`config.mk`:
```
export PLATFORM = sky130hd
export DESIGN_NAME = sgdma_engine
export DESIGN_NICKNAME = d
export VERILOG_FILES = /design/src/hdl/sgdma_engine.v /design/src/hdl/sgdma_fifo.v /design/src/hdl/sgdma_pos.v
export VERILOG_INCLUDE_DIRS = /design/src /design/src/include
export SDC_FILE = /design/constraint.sdc
export NUM_CORES = 1
export LEC_CHECK = 0
export ABC_CLOCK_PERIOD_IN_PS = 8770
export BUFFER_PORTS_ARGS = -buffer_cell sky130_fd_sc_hd__buf_2
export CAP_MARGIN = 10
export CORE_UTILIZATION = 54
export CTS_CLUSTER_DIAMETER = 120
export DETAILED_ROUTE_END_ITERATION = 8
export PLACE_DENSITY = 0.74
export SLEW_MARGIN = 20
export SYNTH_ARGS = -nofsm -noshare
export SYNTH_HDL_FRONTEND = slang
export SYNTH_SLANG_ARGS = --single-unit
```
`constraint.sdc`:
```
create_clock -name clk -period 8.77 [get_ports clk]
set_input_delay 0.877 -clock clk [delete_from_list [all_inputs] [get_ports clk]]
set_output_delay 0.877 -clock clk [all_outputs]
set_load 0.01 [all_outputs]
```
`src/include/sgdma_consts.vh`:
```
/*
 * Constants for the scatter-gather audio transfer engine.
 * Assumes inclusion by bare name from the design files.
 */
`ifndef SGDMA_CONSTS_VH
`define SGDMA_CONSTS_VH

// List entry layout: address word first, count word second
`define SGDMA_ENTRY_BYTES   32'h0000_0008
`define SGDMA_ADDR_W        32
`define SGDMA_POS_W         64
`define SGDMA_ZERO32        32'h0000_0000
`define SGDMA_ZERO64        64'h0000_0000_0000_0000
// Bytes moved per audio word beat
`define SGDMA_BEAT_BYTES    32'h0000_0004
// Memory read tags
`define SGDMA_TAG_ADDR      2'h0
`define SGDMA_TAG_CNT       2'h1
`define SGDMA_TAG_DATA      2'h2
`define SGDMA_TAG_BASE      2'h3
// Transfer direction
`define SGDMA_DIR_PLAY      1'b0
`define SGDMA_DIR_REC       1'b1
// Default buffering
`define SGDMA_FIFO_DEPTH    16
`define SGDMA_FIFO_AW       4

`endif

```
`src/hdl/sgdma_engine.v`:
```
/*
 * Scatter-gather list walker and audio word mover for one pipe.
 * Assumes a simple bus-master port: a read or write request is taken
 * when req and gnt are both high; read data returns later with rvalid
 * in request order. Commands are same-clock one-cycle pulses.
 */
`timescale 1ns/1ps
`default_nettype none
`include "sgdma_consts.vh"

// Summary of operation
// RULE1: A list entry is 8 bytes, the address word first, then the count.
// RULE2: On start the list base is read from the comm page, then parsed.
// RULE3: Cyclic and non-cyclic list modes are both supported.
// RULE4: Non-cyclic mode fetches an entry only while buffer count is nonzero.
// RULE5: The host bumps the buffer count once per complete buffer added.
// RULE6: Cyclic mode ignores the buffer count when fetching.
// RULE7: While count remains, audio moves at the address, count reduces.
// RULE8: A fetch reads 8 bytes, advances the pointer by 8, latches both.
// RULE9: A double-zero entry interrupts and, non-cyclic, drops the count.
// RULE10: Zero count with nonzero address loads the list pointer.
// RULE11: In cyclic mode a double-zero only interrupts.
// RULE12: All audio moves by bus mastering at list addresses.
// RULE13: A 64-bit transfer position is kept for the host.
// RULE14: The host reclaims an entry only once position passes its end.
// RULE15: The host stores entries little-endian.
// RULE16: Stop pauses keeping state; reset command clears it.
// RULE17: A nonzero-count entry loads address and remaining count.
module sgdma_engine #(
    parameter FIFO_DEPTH = `SGDMA_FIFO_DEPTH,
    parameter FIFO_AW    = `SGDMA_FIFO_AW
) (
    input  wire        clk,
    input  wire        reset,
    input  wire        cmd_start,
    input  wire        cmd_stop,
    input  wire        cmd_reset,
    input  wire        cyclic_mode,
    input  wire        direction,
    input  wire [31:0] comm_list_addr,
    input  wire        bump_buffer_count,
    output reg         mem_req,
    output reg         mem_we,
    output reg  [31:0] mem_addr,
    output reg  [31:0] mem_wdata,
    output reg  [1:0]  mem_tag,
    input  wire        mem_gnt,
    input  wire        mem_rvalid,
    input  wire [31:0] mem_rdata,
    input  wire [1:0]  mem_rtag,
    output wire [31:0] play_data,
    output wire        play_valid,
    input  wire        play_ready,
    input  wire [31:0] rec_data,
    input  wire        rec_valid,
    output wire        rec_ready,
    output reg         buffer_irq,
    output wire [63:0] transfer_pos,
    output reg  [31:0] buffer_count,
    output wire        running
);

localparam [6:0] ST_IDLE  = 7'h01;
localparam [6:0] ST_BASE  = 7'h02;
localparam [6:0] ST_RUN   = 7'h04;
localparam [6:0] ST_FADDR = 7'h08;
localparam [6:0] ST_FCNT  = 7'h10;
localparam [6:0] ST_WAIT  = 7'h20;
localparam [6:0] ST_DATA  = 7'h40;

reg  [6:0]  state_reg;
reg  [6:0]  state_next;
reg  [31:0] list_ptr_reg;
reg  [31:0] xfer_addr_reg;
reg  [31:0] remain_reg;
reg  [31:0] ent_addr_reg;
reg         got_cnt_reg;
reg  [31:0] ent_cnt_reg;
reg         active_reg;
reg         based_reg;
reg         pending_reg;
reg         fetch_base_reg;
reg  [31:0] count_next;

wire        fifo_in_valid;
wire        fifo_in_ready;
wire [31:0] fifo_in_data;
wire [31:0] fifo_out_data;
wire        fifo_out_valid;
wire        fifo_out_ready;
wire        req_taken;
wire        rd_data_ret;
wire        ent_done;
wire        dbl_zero;
wire        is_link;
wire        can_fetch;
wire        pos_bump;
reg         pos_clear;

assign running     = active_reg;
assign req_taken   = mem_req && mem_gnt;
assign rd_data_ret = mem_rvalid && (mem_rtag == `SGDMA_TAG_DATA);
assign ent_done    = got_cnt_reg;
assign dbl_zero    = (ent_addr_reg == `SGDMA_ZERO32)
                     && (ent_cnt_reg == `SGDMA_ZERO32);
assign is_link     = (ent_addr_reg != `SGDMA_ZERO32)
                     && (ent_cnt_reg == `SGDMA_ZERO32);
// RULE3 RULE4 RULE6 fetch gate
assign can_fetch   = cyclic_mode || (buffer_count != `SGDMA_ZERO32);

////////////////////////////////////////////////////////////////////////
// Audio FIFO: playback fills from memory, record fills from the port

assign fifo_in_valid  = (direction == `SGDMA_DIR_PLAY) ? rd_data_ret
                                                        : rec_valid;
assign fifo_in_data   = (direction == `SGDMA_DIR_PLAY) ? mem_rdata
                                                        : rec_data;
assign rec_ready      = (direction == `SGDMA_DIR_REC) && fifo_in_ready;
assign play_valid     = (direction == `SGDMA_DIR_PLAY) && fifo_out_valid;
assign play_data      = fifo_out_data;
assign fifo_out_ready = (direction == `SGDMA_DIR_PLAY) ? play_ready
        : (state_reg == ST_RUN && active_reg && mem_req && mem_we
           && mem_gnt);

sgdma_fifo #(
    .WIDTH (32),
    .DEPTH (FIFO_DEPTH),
    .AW    (FIFO_AW)
) u_fifo (
    .clk       (clk),
    .reset     (reset),
    .flush     (cmd_reset),
    .in_data   (fifo_in_data),
    .in_valid  (fifo_in_valid),
    .in_ready  (fifo_in_ready),
    .out_data  (fifo_out_data),
    .out_valid (fifo_out_valid),
    .out_ready (fifo_out_ready),
    .level     ()
);

// RULE13 position counter
assign pos_bump = (state_reg == ST_RUN) && req_taken
                  && (mem_tag == `SGDMA_TAG_DATA);

sgdma_pos u_pos (
    .clk      (clk),
    .reset    (reset),
    .clear    (pos_clear),
    .bump     (pos_bump),
    .amount   (`SGDMA_BEAT_BYTES),
    .position (transfer_pos)
);

////////////////////////////////////////////////////////////////////////
// Request and state sequencing

always @* begin
    state_next = state_reg;
    mem_req    = 1'b0;
    mem_we     = 1'b0;
    mem_addr   = xfer_addr_reg;
    mem_wdata  = fifo_out_data;
    mem_tag    = `SGDMA_TAG_DATA;
    pos_clear  = cmd_reset;
    case (state_reg)
        ST_IDLE: begin
            if (active_reg) begin
                state_next = based_reg ? ST_RUN : ST_BASE;
            end
        end
        ST_BASE: begin
            // RULE2 base from comm page
            mem_req  = 1'b1;
            mem_addr = comm_list_addr;
            mem_tag  = `SGDMA_TAG_BASE;
            if (mem_gnt) begin
                state_next = ST_WAIT;
            end
        end
        ST_RUN: begin
            if (!active_reg) begin
                state_next = ST_IDLE;
            end else if (remain_reg != `SGDMA_ZERO32) begin
                // RULE7 RULE12 move one beat, back-pressured by FIFO
                mem_we  = (direction == `SGDMA_DIR_REC);
                // One read in flight, so a return always finds room
                mem_req = mem_we ? fifo_out_valid
                          : (fifo_in_ready && !pending_reg);
            end else if (can_fetch) begin
                state_next = ST_FADDR;
            end
        end
        ST_FADDR: begin
            // RULE1 RULE8 address word first
            mem_req  = 1'b1;
            mem_addr = list_ptr_reg;
            mem_tag  = `SGDMA_TAG_ADDR;
            if (mem_gnt) begin
                state_next = ST_FCNT;
            end
        end
        ST_FCNT: begin
            mem_req  = 1'b1;
            mem_addr = list_ptr_reg + `SGDMA_BEAT_BYTES;
            mem_tag  = `SGDMA_TAG_CNT;
            if (mem_gnt) begin
                state_next = ST_WAIT;
            end
        end
        ST_WAIT: begin
            if (ent_done || (fetch_base_reg && based_reg)) begin
                state_next = ST_DATA;
            end
        end
        ST_DATA: begin
            state_next = ST_RUN;
        end
        default: begin
            state_next = ST_IDLE;
        end
    endcase
    if (cmd_reset) begin
        state_next = ST_IDLE;
    end
end

always @* begin
    count_next = buffer_count;
    if (bump_buffer_count) begin
        count_next = count_next + 32'h0000_0001;
    end
    // RULE9 non-cyclic end of buffer
    if (state_reg == ST_DATA && !fetch_base_reg && dbl_zero
        && !cyclic_mode && count_next != `SGDMA_ZERO32) begin
        count_next = count_next - 32'h0000_0001;
    end
    if (cmd_reset) begin
        count_next = `SGDMA_ZERO32;
    end
end

always @(posedge clk or posedge reset) begin
    if (reset) begin
        state_reg      <= ST_IDLE;
        list_ptr_reg   <= `SGDMA_ZERO32;
        xfer_addr_reg  <= `SGDMA_ZERO32;
        remain_reg     <= `SGDMA_ZERO32;
        ent_addr_reg   <= `SGDMA_ZERO32;
        ent_cnt_reg    <= `SGDMA_ZERO32;
        got_cnt_reg    <= 1'b0;
        active_reg     <= 1'b0;
        based_reg      <= 1'b0;
        pending_reg    <= 1'b0;
        fetch_base_reg <= 1'b0;
        buffer_count   <= `SGDMA_ZERO32;
        buffer_irq     <= 1'b0;
    end else begin
        state_reg    <= state_next;
        buffer_count <= count_next;
        buffer_irq   <= 1'b0;
        // RULE16 stop keeps state, reset clears
        if (cmd_reset) begin
            active_reg <= 1'b0;
            based_reg  <= 1'b0;
            remain_reg <= `SGDMA_ZERO32;
        end else if (cmd_stop) begin
            active_reg <= 1'b0;
        end else if (cmd_start) begin
            active_reg <= 1'b1;
        end
        if (state_reg == ST_BASE && mem_gnt) begin
            fetch_base_reg <= 1'b1;
        end
        if (state_reg == ST_FCNT && mem_gnt) begin
            fetch_base_reg <= 1'b0;
        end
        if (pos_bump && direction == `SGDMA_DIR_PLAY) begin
            pending_reg <= 1'b1;
        end else if (rd_data_ret) begin
            pending_reg <= 1'b0;
        end
        if (mem_rvalid && mem_rtag == `SGDMA_TAG_BASE) begin
            list_ptr_reg <= mem_rdata;
            based_reg    <= 1'b1;
        end
        if (mem_rvalid && mem_rtag == `SGDMA_TAG_ADDR) begin
            ent_addr_reg <= mem_rdata;
        end
        if (mem_rvalid && mem_rtag == `SGDMA_TAG_CNT) begin
            ent_cnt_reg <= mem_rdata;
            got_cnt_reg <= 1'b1;
        end
        if (pos_bump) begin
            xfer_addr_reg <= xfer_addr_reg + `SGDMA_BEAT_BYTES;
            remain_reg    <= (remain_reg > `SGDMA_BEAT_BYTES)
                             ? remain_reg - `SGDMA_BEAT_BYTES
                             : `SGDMA_ZERO32;
        end
        if (state_reg == ST_DATA && !fetch_base_reg) begin
            got_cnt_reg <= 1'b0;
            if (dbl_zero) begin
                // RULE9 RULE11 end-of-buffer interrupt
                buffer_irq   <= 1'b1;
                list_ptr_reg <= list_ptr_reg + `SGDMA_ENTRY_BYTES;
            end else if (is_link) begin
                // RULE10 link entry
                list_ptr_reg <= ent_addr_reg;
            end else begin
                // RULE17 RULE8 load block and advance
                list_ptr_reg  <= list_ptr_reg + `SGDMA_ENTRY_BYTES;
                xfer_addr_reg <= ent_addr_reg;
                remain_reg    <= ent_cnt_reg;
            end
        end
        if (state_reg == ST_DATA && fetch_base_reg) begin
            fetch_base_reg <= 1'b0;
        end
    end
end

endmodule
`default_nettype wire

```
`src/hdl/sgdma_fifo.v`:
```
/*
 * Synchronous FIFO with valid/ready on both sides.
 * Assumes one clock; width and depth are parameters, depth a power of 2.
 */
`timescale 1ns/1ps
`default_nettype none
`include "sgdma_consts.vh"

module sgdma_fifo #(
    parameter WIDTH = 32,
    parameter DEPTH = `SGDMA_FIFO_DEPTH,
    parameter AW    = `SGDMA_FIFO_AW
) (
    input  wire             clk,
    input  wire             reset,
    input  wire             flush,
    input  wire [WIDTH-1:0] in_data,
    input  wire             in_valid,
    output wire             in_ready,
    output wire [WIDTH-1:0] out_data,
    output wire             out_valid,
    input  wire             out_ready,
    output wire [AW:0]      level
);

reg  [WIDTH-1:0] mem [0:DEPTH-1];
reg  [AW:0]      wr_reg;
reg  [AW:0]      rd_reg;
wire             push;
wire             pop;

assign level     = wr_reg - rd_reg;
// Full when the pointers differ only in their wrap bit
assign in_ready  = (wr_reg[AW] == rd_reg[AW])
                   || (wr_reg[AW-1:0] != rd_reg[AW-1:0]);
assign out_valid = (wr_reg != rd_reg);
assign out_data  = mem[rd_reg[AW-1:0]];
assign push      = in_valid && in_ready;
assign pop       = out_valid && out_ready;

always @(posedge clk) begin
    if (push) begin
        mem[wr_reg[AW-1:0]] <= in_data;
    end
end

always @(posedge clk or posedge reset) begin
    if (reset) begin
        wr_reg <= {(AW+1){1'b0}};
        rd_reg <= {(AW+1){1'b0}};
    end else if (flush) begin
        wr_reg <= {(AW+1){1'b0}};
        rd_reg <= {(AW+1){1'b0}};
    end else begin
        if (push) begin
            wr_reg <= wr_reg + {{AW{1'b0}}, 1'b1};
        end
        if (pop) begin
            rd_reg <= rd_reg + {{AW{1'b0}}, 1'b1};
        end
    end
end

endmodule
`default_nettype wire

```
`src/hdl/sgdma_pos.v`:
```
/*
 * 64-bit transfer position counter for one pipe.
 * Assumes increments come from the engine on the same clock.
 */
`timescale 1ns/1ps
`default_nettype none
`include "sgdma_consts.vh"

module sgdma_pos (
    input  wire        clk,
    input  wire        reset,
    input  wire        clear,
    input  wire        bump,
    input  wire [31:0] amount,
    output reg  [63:0] position
);

always @(posedge clk or posedge reset) begin
    if (reset) begin
        position <= `SGDMA_ZERO64;
    end else if (clear) begin
        position <= `SGDMA_ZERO64;
    end else if (bump) begin
        position <= position + {32'h0000_0000, amount};
    end
end

endmodule
`default_nettype wire

```
==> impl_metrics.ini, run 1 <==
[critical_path]
cpMostUsedCell = mux4_2
crit_buf_inv = 2
path_cells = buf_4 -> mux4_2 -> mux4_2 -> buf_2
worst-r2r-cell-count = 10
cp.required_ns = 7.89
crit_cells = 4
crit_type = reg2out
arrival_ns = 3.79
end_kind = primary output
critPathMaxFanout = 69
cp-start-kind = register
cpMaxStageDelayCell = dfrtp_4
cp_top_family = flip-flops
max_stage_delay_ns = 1.08

[timing]
finalCritPeriodShare = 0.533
finalHoldViolCount = 0
tns_ns = 0
timing.slew.headroom = 0.243
finClkSkew_ns = 0.0259
whs_ns = 0.285
fin_crit_ns = 4.67
rsz0062_at_grt = false
slew_viol_final = 0
setup_ws_ns = 4.10
setup_viol = 0
max_freq_mhz = 214
tightest_slew_ns = 1.13

[clock_network]
cts_sinks = 789
cts_buffer_depth = 3
clkLatencyLatePin_ns = 0.64
path_clk_slew_ns = 0.06
cts_root_buffer = clkbuf_16
hold_buffers = 0
cts_buffers = 81
tritoncts = yes
cts_max_level = 3
post-cts-setup-buffers = 0
cts_resized = 0

[synth]
synthCells = 2702
ys_warn_count = 0
yosys_most_used_dff = edfxtp_1
synthArstFlopShare = 0.351
yosys_register_bits = 789
yosys.cell_types.count = 81
syn_area_per_cell_um2 = 13.6
seq_area_frac_synth = 0.609
syn-cell-area_um2 = 36600
synth_edf_count = 512

[routing]
dr.pass1.iters = 6
drc = 0
vias = 24745
drt_iter0_drc = 3076
wirelength_um = 100000
wl_per_cell_um = 25.8
via_per_inst = 6.38
antenna_left = 0

[final_layout]
fin_cells = 3879
finish.utilization = 0.618
final_area_um2 = 41500
nets = 3060
final_common_cell = edfxtp_1
syn_to_final_growth_pct = 13.3
largest_reg_flops = 512
final_cell_mix = edfxtp_1, buf_2, nor2_1
drive_gt1_frac = 0.264

[pwr]
irDropWorstVdd_mv = 0.141
powerDensity_nw_per_um2 = 201
clockPowerShare = 0.413
p_leak_nw = 15.5
p_int_mw = 6.34
power_frac_comb = 0.077
netSwitchingPower_mw = 2.00
swShare = 0.240
finalPower_mw = 8.34
pwr-share-seq = 0.510

[placed_design]
dp_hpwl_um = 62500
gp_congestion = 0.973
placed_area_um2 = 38800
placed_cells = 3723
place_ws_ns = 3.87
io_buffers = 307

[grt]
grt_pass1_vias = 24314
grt_pass1_wl_um = 150000
antenna_found_initial = 18
grt_max_degree = 95
gr-total-overflow = 0
grt_usage = 0.288

[die]
coreArea_um2 = 67200
die_h_um = 263
die_x_um = 263
die-area_um2 = 68900
num_rows = 95
start_util = 0.546
io_pins = 310

[run]
drv_cap = 0

[outcome]
status = complete, no violations

[worst_hold_path]
hold_class = in2async
cell usage after synthesis, types with 3 or more instances:
cell type / count / area, um2
inv_1: 31 / 116
nor4b_1: 5 / 43.8
buf_4: 35 / 263
nor4_1: 43 / 269
mux2i_1: 33 / 330
a31oi_1: 17 / 106
o31ai_1: 3 / 22.5
nand3b_1: 6 / 45.0
mux4_2: 160 / 3600
nor3_1: 51 / 255
xnor2_1: 79 / 692
and2_1: 25 / 156
o311ai_0: 7 / 61.3
ha_1: 16 / 200
and4_1: 12 / 105
nand4_1: 45 / 282
o211ai_1: 5 / 37.5
nand2_1: 145 / 544
o22ai_1: 8 / 50.1
a222oi_1: 7 / 70.1
and3_1: 37 / 231
nand4_2: 3 / 37.5
or4_1: 9 / 67.6
nor2b_1: 14 / 87.6
nand4b_1: 3 / 26.3
a21oi_1: 139 / 696
or2_2: 5 / 31.3
nor2_1: 287 / 1080
mux2_2: 111 / 1250
a22oi_1: 34 / 255
o31a_1: 4 / 35.0
o21ai_0: 66 / 330
nand3_1: 79 / 395
buf_1: 19 / 71.3
or3_1: 23 / 144
edfxtp_1: 512 / 15400
a211oi_1: 22 / 165
a221o_1: 8 / 80.1
a31o_2: 5 / 43.8
clkbuf_1: 134 / 503
nand2b_1: 11 / 68.8
buf_2: 9 / 45.0
xor2_1: 112 / 981
dfrtp_1: 276 / 6910
path summary, 6_finish.rpt:
| kind | startpoint | endpoint | slack (ns) |
|---|---|---|---|
| max | u_fifo.rd_reg[1]$_DFFE_PP0P_ | play_data[23] | 4.10 |
| min | reset | buffer_count[14]$_DFF_PP0_ | 0.29 |
| max reg2reg | buffer_count[4]$_DFF_PP0_ | buffer_count[5]$_DFF_PP0_ | 4.17 |
| min reg2reg | xfer_addr_reg[0]$_DFFE_PP0P_ | xfer_addr_reg[0]$_DFFE_PP0P_ | 0.52 |
| max in group asynchronous | reset | u_fifo.rd_reg[0]$_DFFE_PP0P_ | 7.00 |
| min in group clk | cmd_stop | running$_DFFE_PP0P_ | 0.42 |
power groups by stage:
stage          Combinational (mW)  Sequential [mW]  Clock (mW)
2_1_floorplan               0.478             4.24           0
3_3_place_gp                0.609             4.32           0
3_5_place_dp                0.629             4.32           0
4_1_cts                     0.634             4.25        3.48
5_1_grt                     0.691             4.26        3.62
6_report                    0.639             4.25        3.45
metal layers:
metal,up-vias,part of all wire,global-route usage
met5,-,0.00078,0
met4,12,0.036,0.0968
met3,249,0.084,0.0528
met2,1311,0.49,0.481
met1,12513,0.39,0.383
li1,10660,-,-
cells by family (layout without fill, tap and decap cells):
kind of cell               count (synthesis)  count (layout)  synth area share
AOI/OAI and AO/OA                        350             350            0.0595
DFF                                      789             789             0.609
muxes                                    307             307             0.142
buffers and inverters                    229             524            0.0276
adders and majority gates                 16              16           0.00546
xor gates and xnor gates                 191             191            0.0456
and+or+nand+nor                          819             819             0.110
other                                      1              10          0.000102
area by class of cell:
type                       instances  area (um2)
fill                            4983       25700
sequential                       789       22300
multi-input combinational       1685       13500
clock buffer                      96        2140
timing repair buffer             346        1840
tap                              873        1090
clock inverter                    51         480
inverter                          31         124
antenna                            8        20.0
(Power assumes the default switching activity.)
==> inputs of run 2 (changes only) <==
Settings changed: ABC_CLOCK_PERIOD_IN_PS 8770 to 4200.
Clock period 8.77 ns to 4.2 ns, I/O delays scaled along.
==> run 2 against run 1 <==
Effect of this change:
- clock skew up 0.016 ns
- wire length up 2.3%
- sequential share of layout area down 0.46 points
- cell count up 0.70%
- utilization up 0.54 points
- non-clock buffer count up 32
- register-to-register slack worse by 3.9 ns
- largest cell class unchanged
==> impl_metrics.ini, run 2 (synthesis gave the netlist of run 1 again) <==
[outcome]
status = complete, no violations

[routing]
dr.pass1.iters = 5
wl_per_cell_um = 26.2
antenna_left = 0
vias = 24821
drt_iter0_drc = 2604
wirelength_um = 102000
via_per_inst = 6.35
drc = 0

[timing]
tightest_slew_ns = 0.953
slew_viol_final = 0
finClkSkew_ns = 0.0421
timing.slew.headroom = 0.359
max_freq_mhz = 250
tns_ns = 0
finalCritPeriodShare = 0.952
fin_crit_ns = 4.00
setup_viol = 0
finalHoldViolCount = 0
whs_ns = 0.0612
rsz0062_at_grt = false

[critical_path]
reg2reg_slack_ns = 0.32
crit_buf_inv = 1
crit_type = reg2out
cpMostUsedCell = and4_1
cpMaxStageDelayCell = dfrtp_1
crit_start = list_ptr_reg[5]$_DFFE_PP0P_
cp_top_family = simple AND/OR/NAND/NOR gates
arrival_ns = 3.58
end_kind = primary output
critPathMaxFanout = 11
timing.rr.end = buffer_count[30]$_DFF_PP0_
worst-r2r-cell-count = 10
cp.required_ns = 3.78
cp-start-kind = register
worstReg2RegStart = buffer_count[6]$_DFF_PP0_
path_cells = and3_1 -> and4_1 -> and4_1 -> and2_1 -> nand4_1 -> xnor2_1 -> nand3_1 -> a31oi_1 -> buf_2
max_stage_delay_ns = 0.60

[placed_design]
dp_hpwl_um = 63900
io_buffers = 307
gp_congestion = 0.938

[clock_network]
clkLatencyLatePin_ns = 0.66
path_clk_slew_ns = 0.06
cts_buffer_depth = 3
cts_max_level = 3
cts_buffers = 81
tritoncts = yes
cts_root_buffer = clkbuf_16
cts_sinks = 789
post-cts-setup-buffers = 0

[pwr]
p_leak_nw = 15.7
irDropWorstVdd_mv = 0.362
powerDensity_nw_per_um2 = 418

[grt]
grt_max_degree = 181
grt_pass1_vias = 24534
grt_usage = 0.295
grt_pass1_wl_um = 153000
gr-total-overflow = 0
antenna_found_initial = 7

[die]
num_rows = 95
io_pins = 310
coreArea_um2 = 67200
die-area_um2 = 68900
die_h_um = 263
die_x_um = 263
start_util = 0.546

[final_layout]
nets = 3092
drive_gt1_frac = 0.273
multiInputGateArea_um2 = 13500
final.fill_count = 4888
final_common_cell = edfxtp_1
regArea_um2 = 22300
largest_reg_flops = 512
final_cell_mix = edfxtp_1, buf_2, nor2_1, dfrtp_1, mux4_2
syn_to_final_growth_pct = 14.3

[worst_hold_path]
whs_path_depth = 3
min_to = running$_DFFE_PP0P_
hold_start = cmd_start
hold_class = in2reg

[run]
drv_cap = 0
run 2: repair_timing:
item	4_1_cts	5_1_grt
endpoints found under the setup margin	0	6
resized for setup	0	2
hold buffers	2	0
endpoints found under the hold margin	23	0
run 2: through the flow:
stage               std cells  power, mW  setup slack, ns  utilization  area, um2
floorplan                2703       9.86           0.0121            -      36700
finish                   3906       17.5            0.201        0.623      41900
global placement         3753       10.3            0.395        0.583      39100
detailed placement       3753       10.4            0.319        0.583      39100
global route             3906       18.0           0.0206        0.623      41900
CTS                      3901       17.6           0.0675        0.623      41800
run 2: per-layer routing:
metal  up-vias  GRT usage  wire [um]
li1      10724          -          -
met4         4      0.109       3630
met1     12661      0.397      39900
met3       206     0.0486       8360
met5         -          0         22
met2      1226      0.486      50500
run 2: final cells by class:
type	count	share of cell area
Sequential cell	789	0.533
Multi-Input combinational cell	1685	0.322
Clock buffer	104	0.0517
Timing Repair Buffer	378	0.0517
Tap cell	873	0.0261
Clock inverter	42	0.0124
Inverter	31	0.00287
Antenna cell	4	0.000239
run 2: worst min-delay path: cells and delay by family:
family / cells / cell delay (ns)
buffers and inverters: 1 / 0.10
AND/OR/NAND/NOR: 2 / 0.14
run 2: worst max-delay path by stage:
stage | to | slack [ns] | depth (start not counted)
CTS | play_data[26] | 0.07 | 5
global placement | buffer_count[30]$_DFF_PP0_ | 0.39 | 10
floorplan | u_fifo.mem[3][0]$_DFFE_PP_ | 0.01 | 6
finish | mem_addr[31] | 0.20 | 9
detailed placement | buffer_count[30]$_DFF_PP0_ | 0.32 | 10
global route | mem_addr[31] | 0.02 | 9
run 2: report_power, final:
group	switching [mW]	internal (mW)	total [mW]
registers	0.291	8.57	8.86
clock network	3.14	4.13	7.26
logic	0.791	0.583	1.37
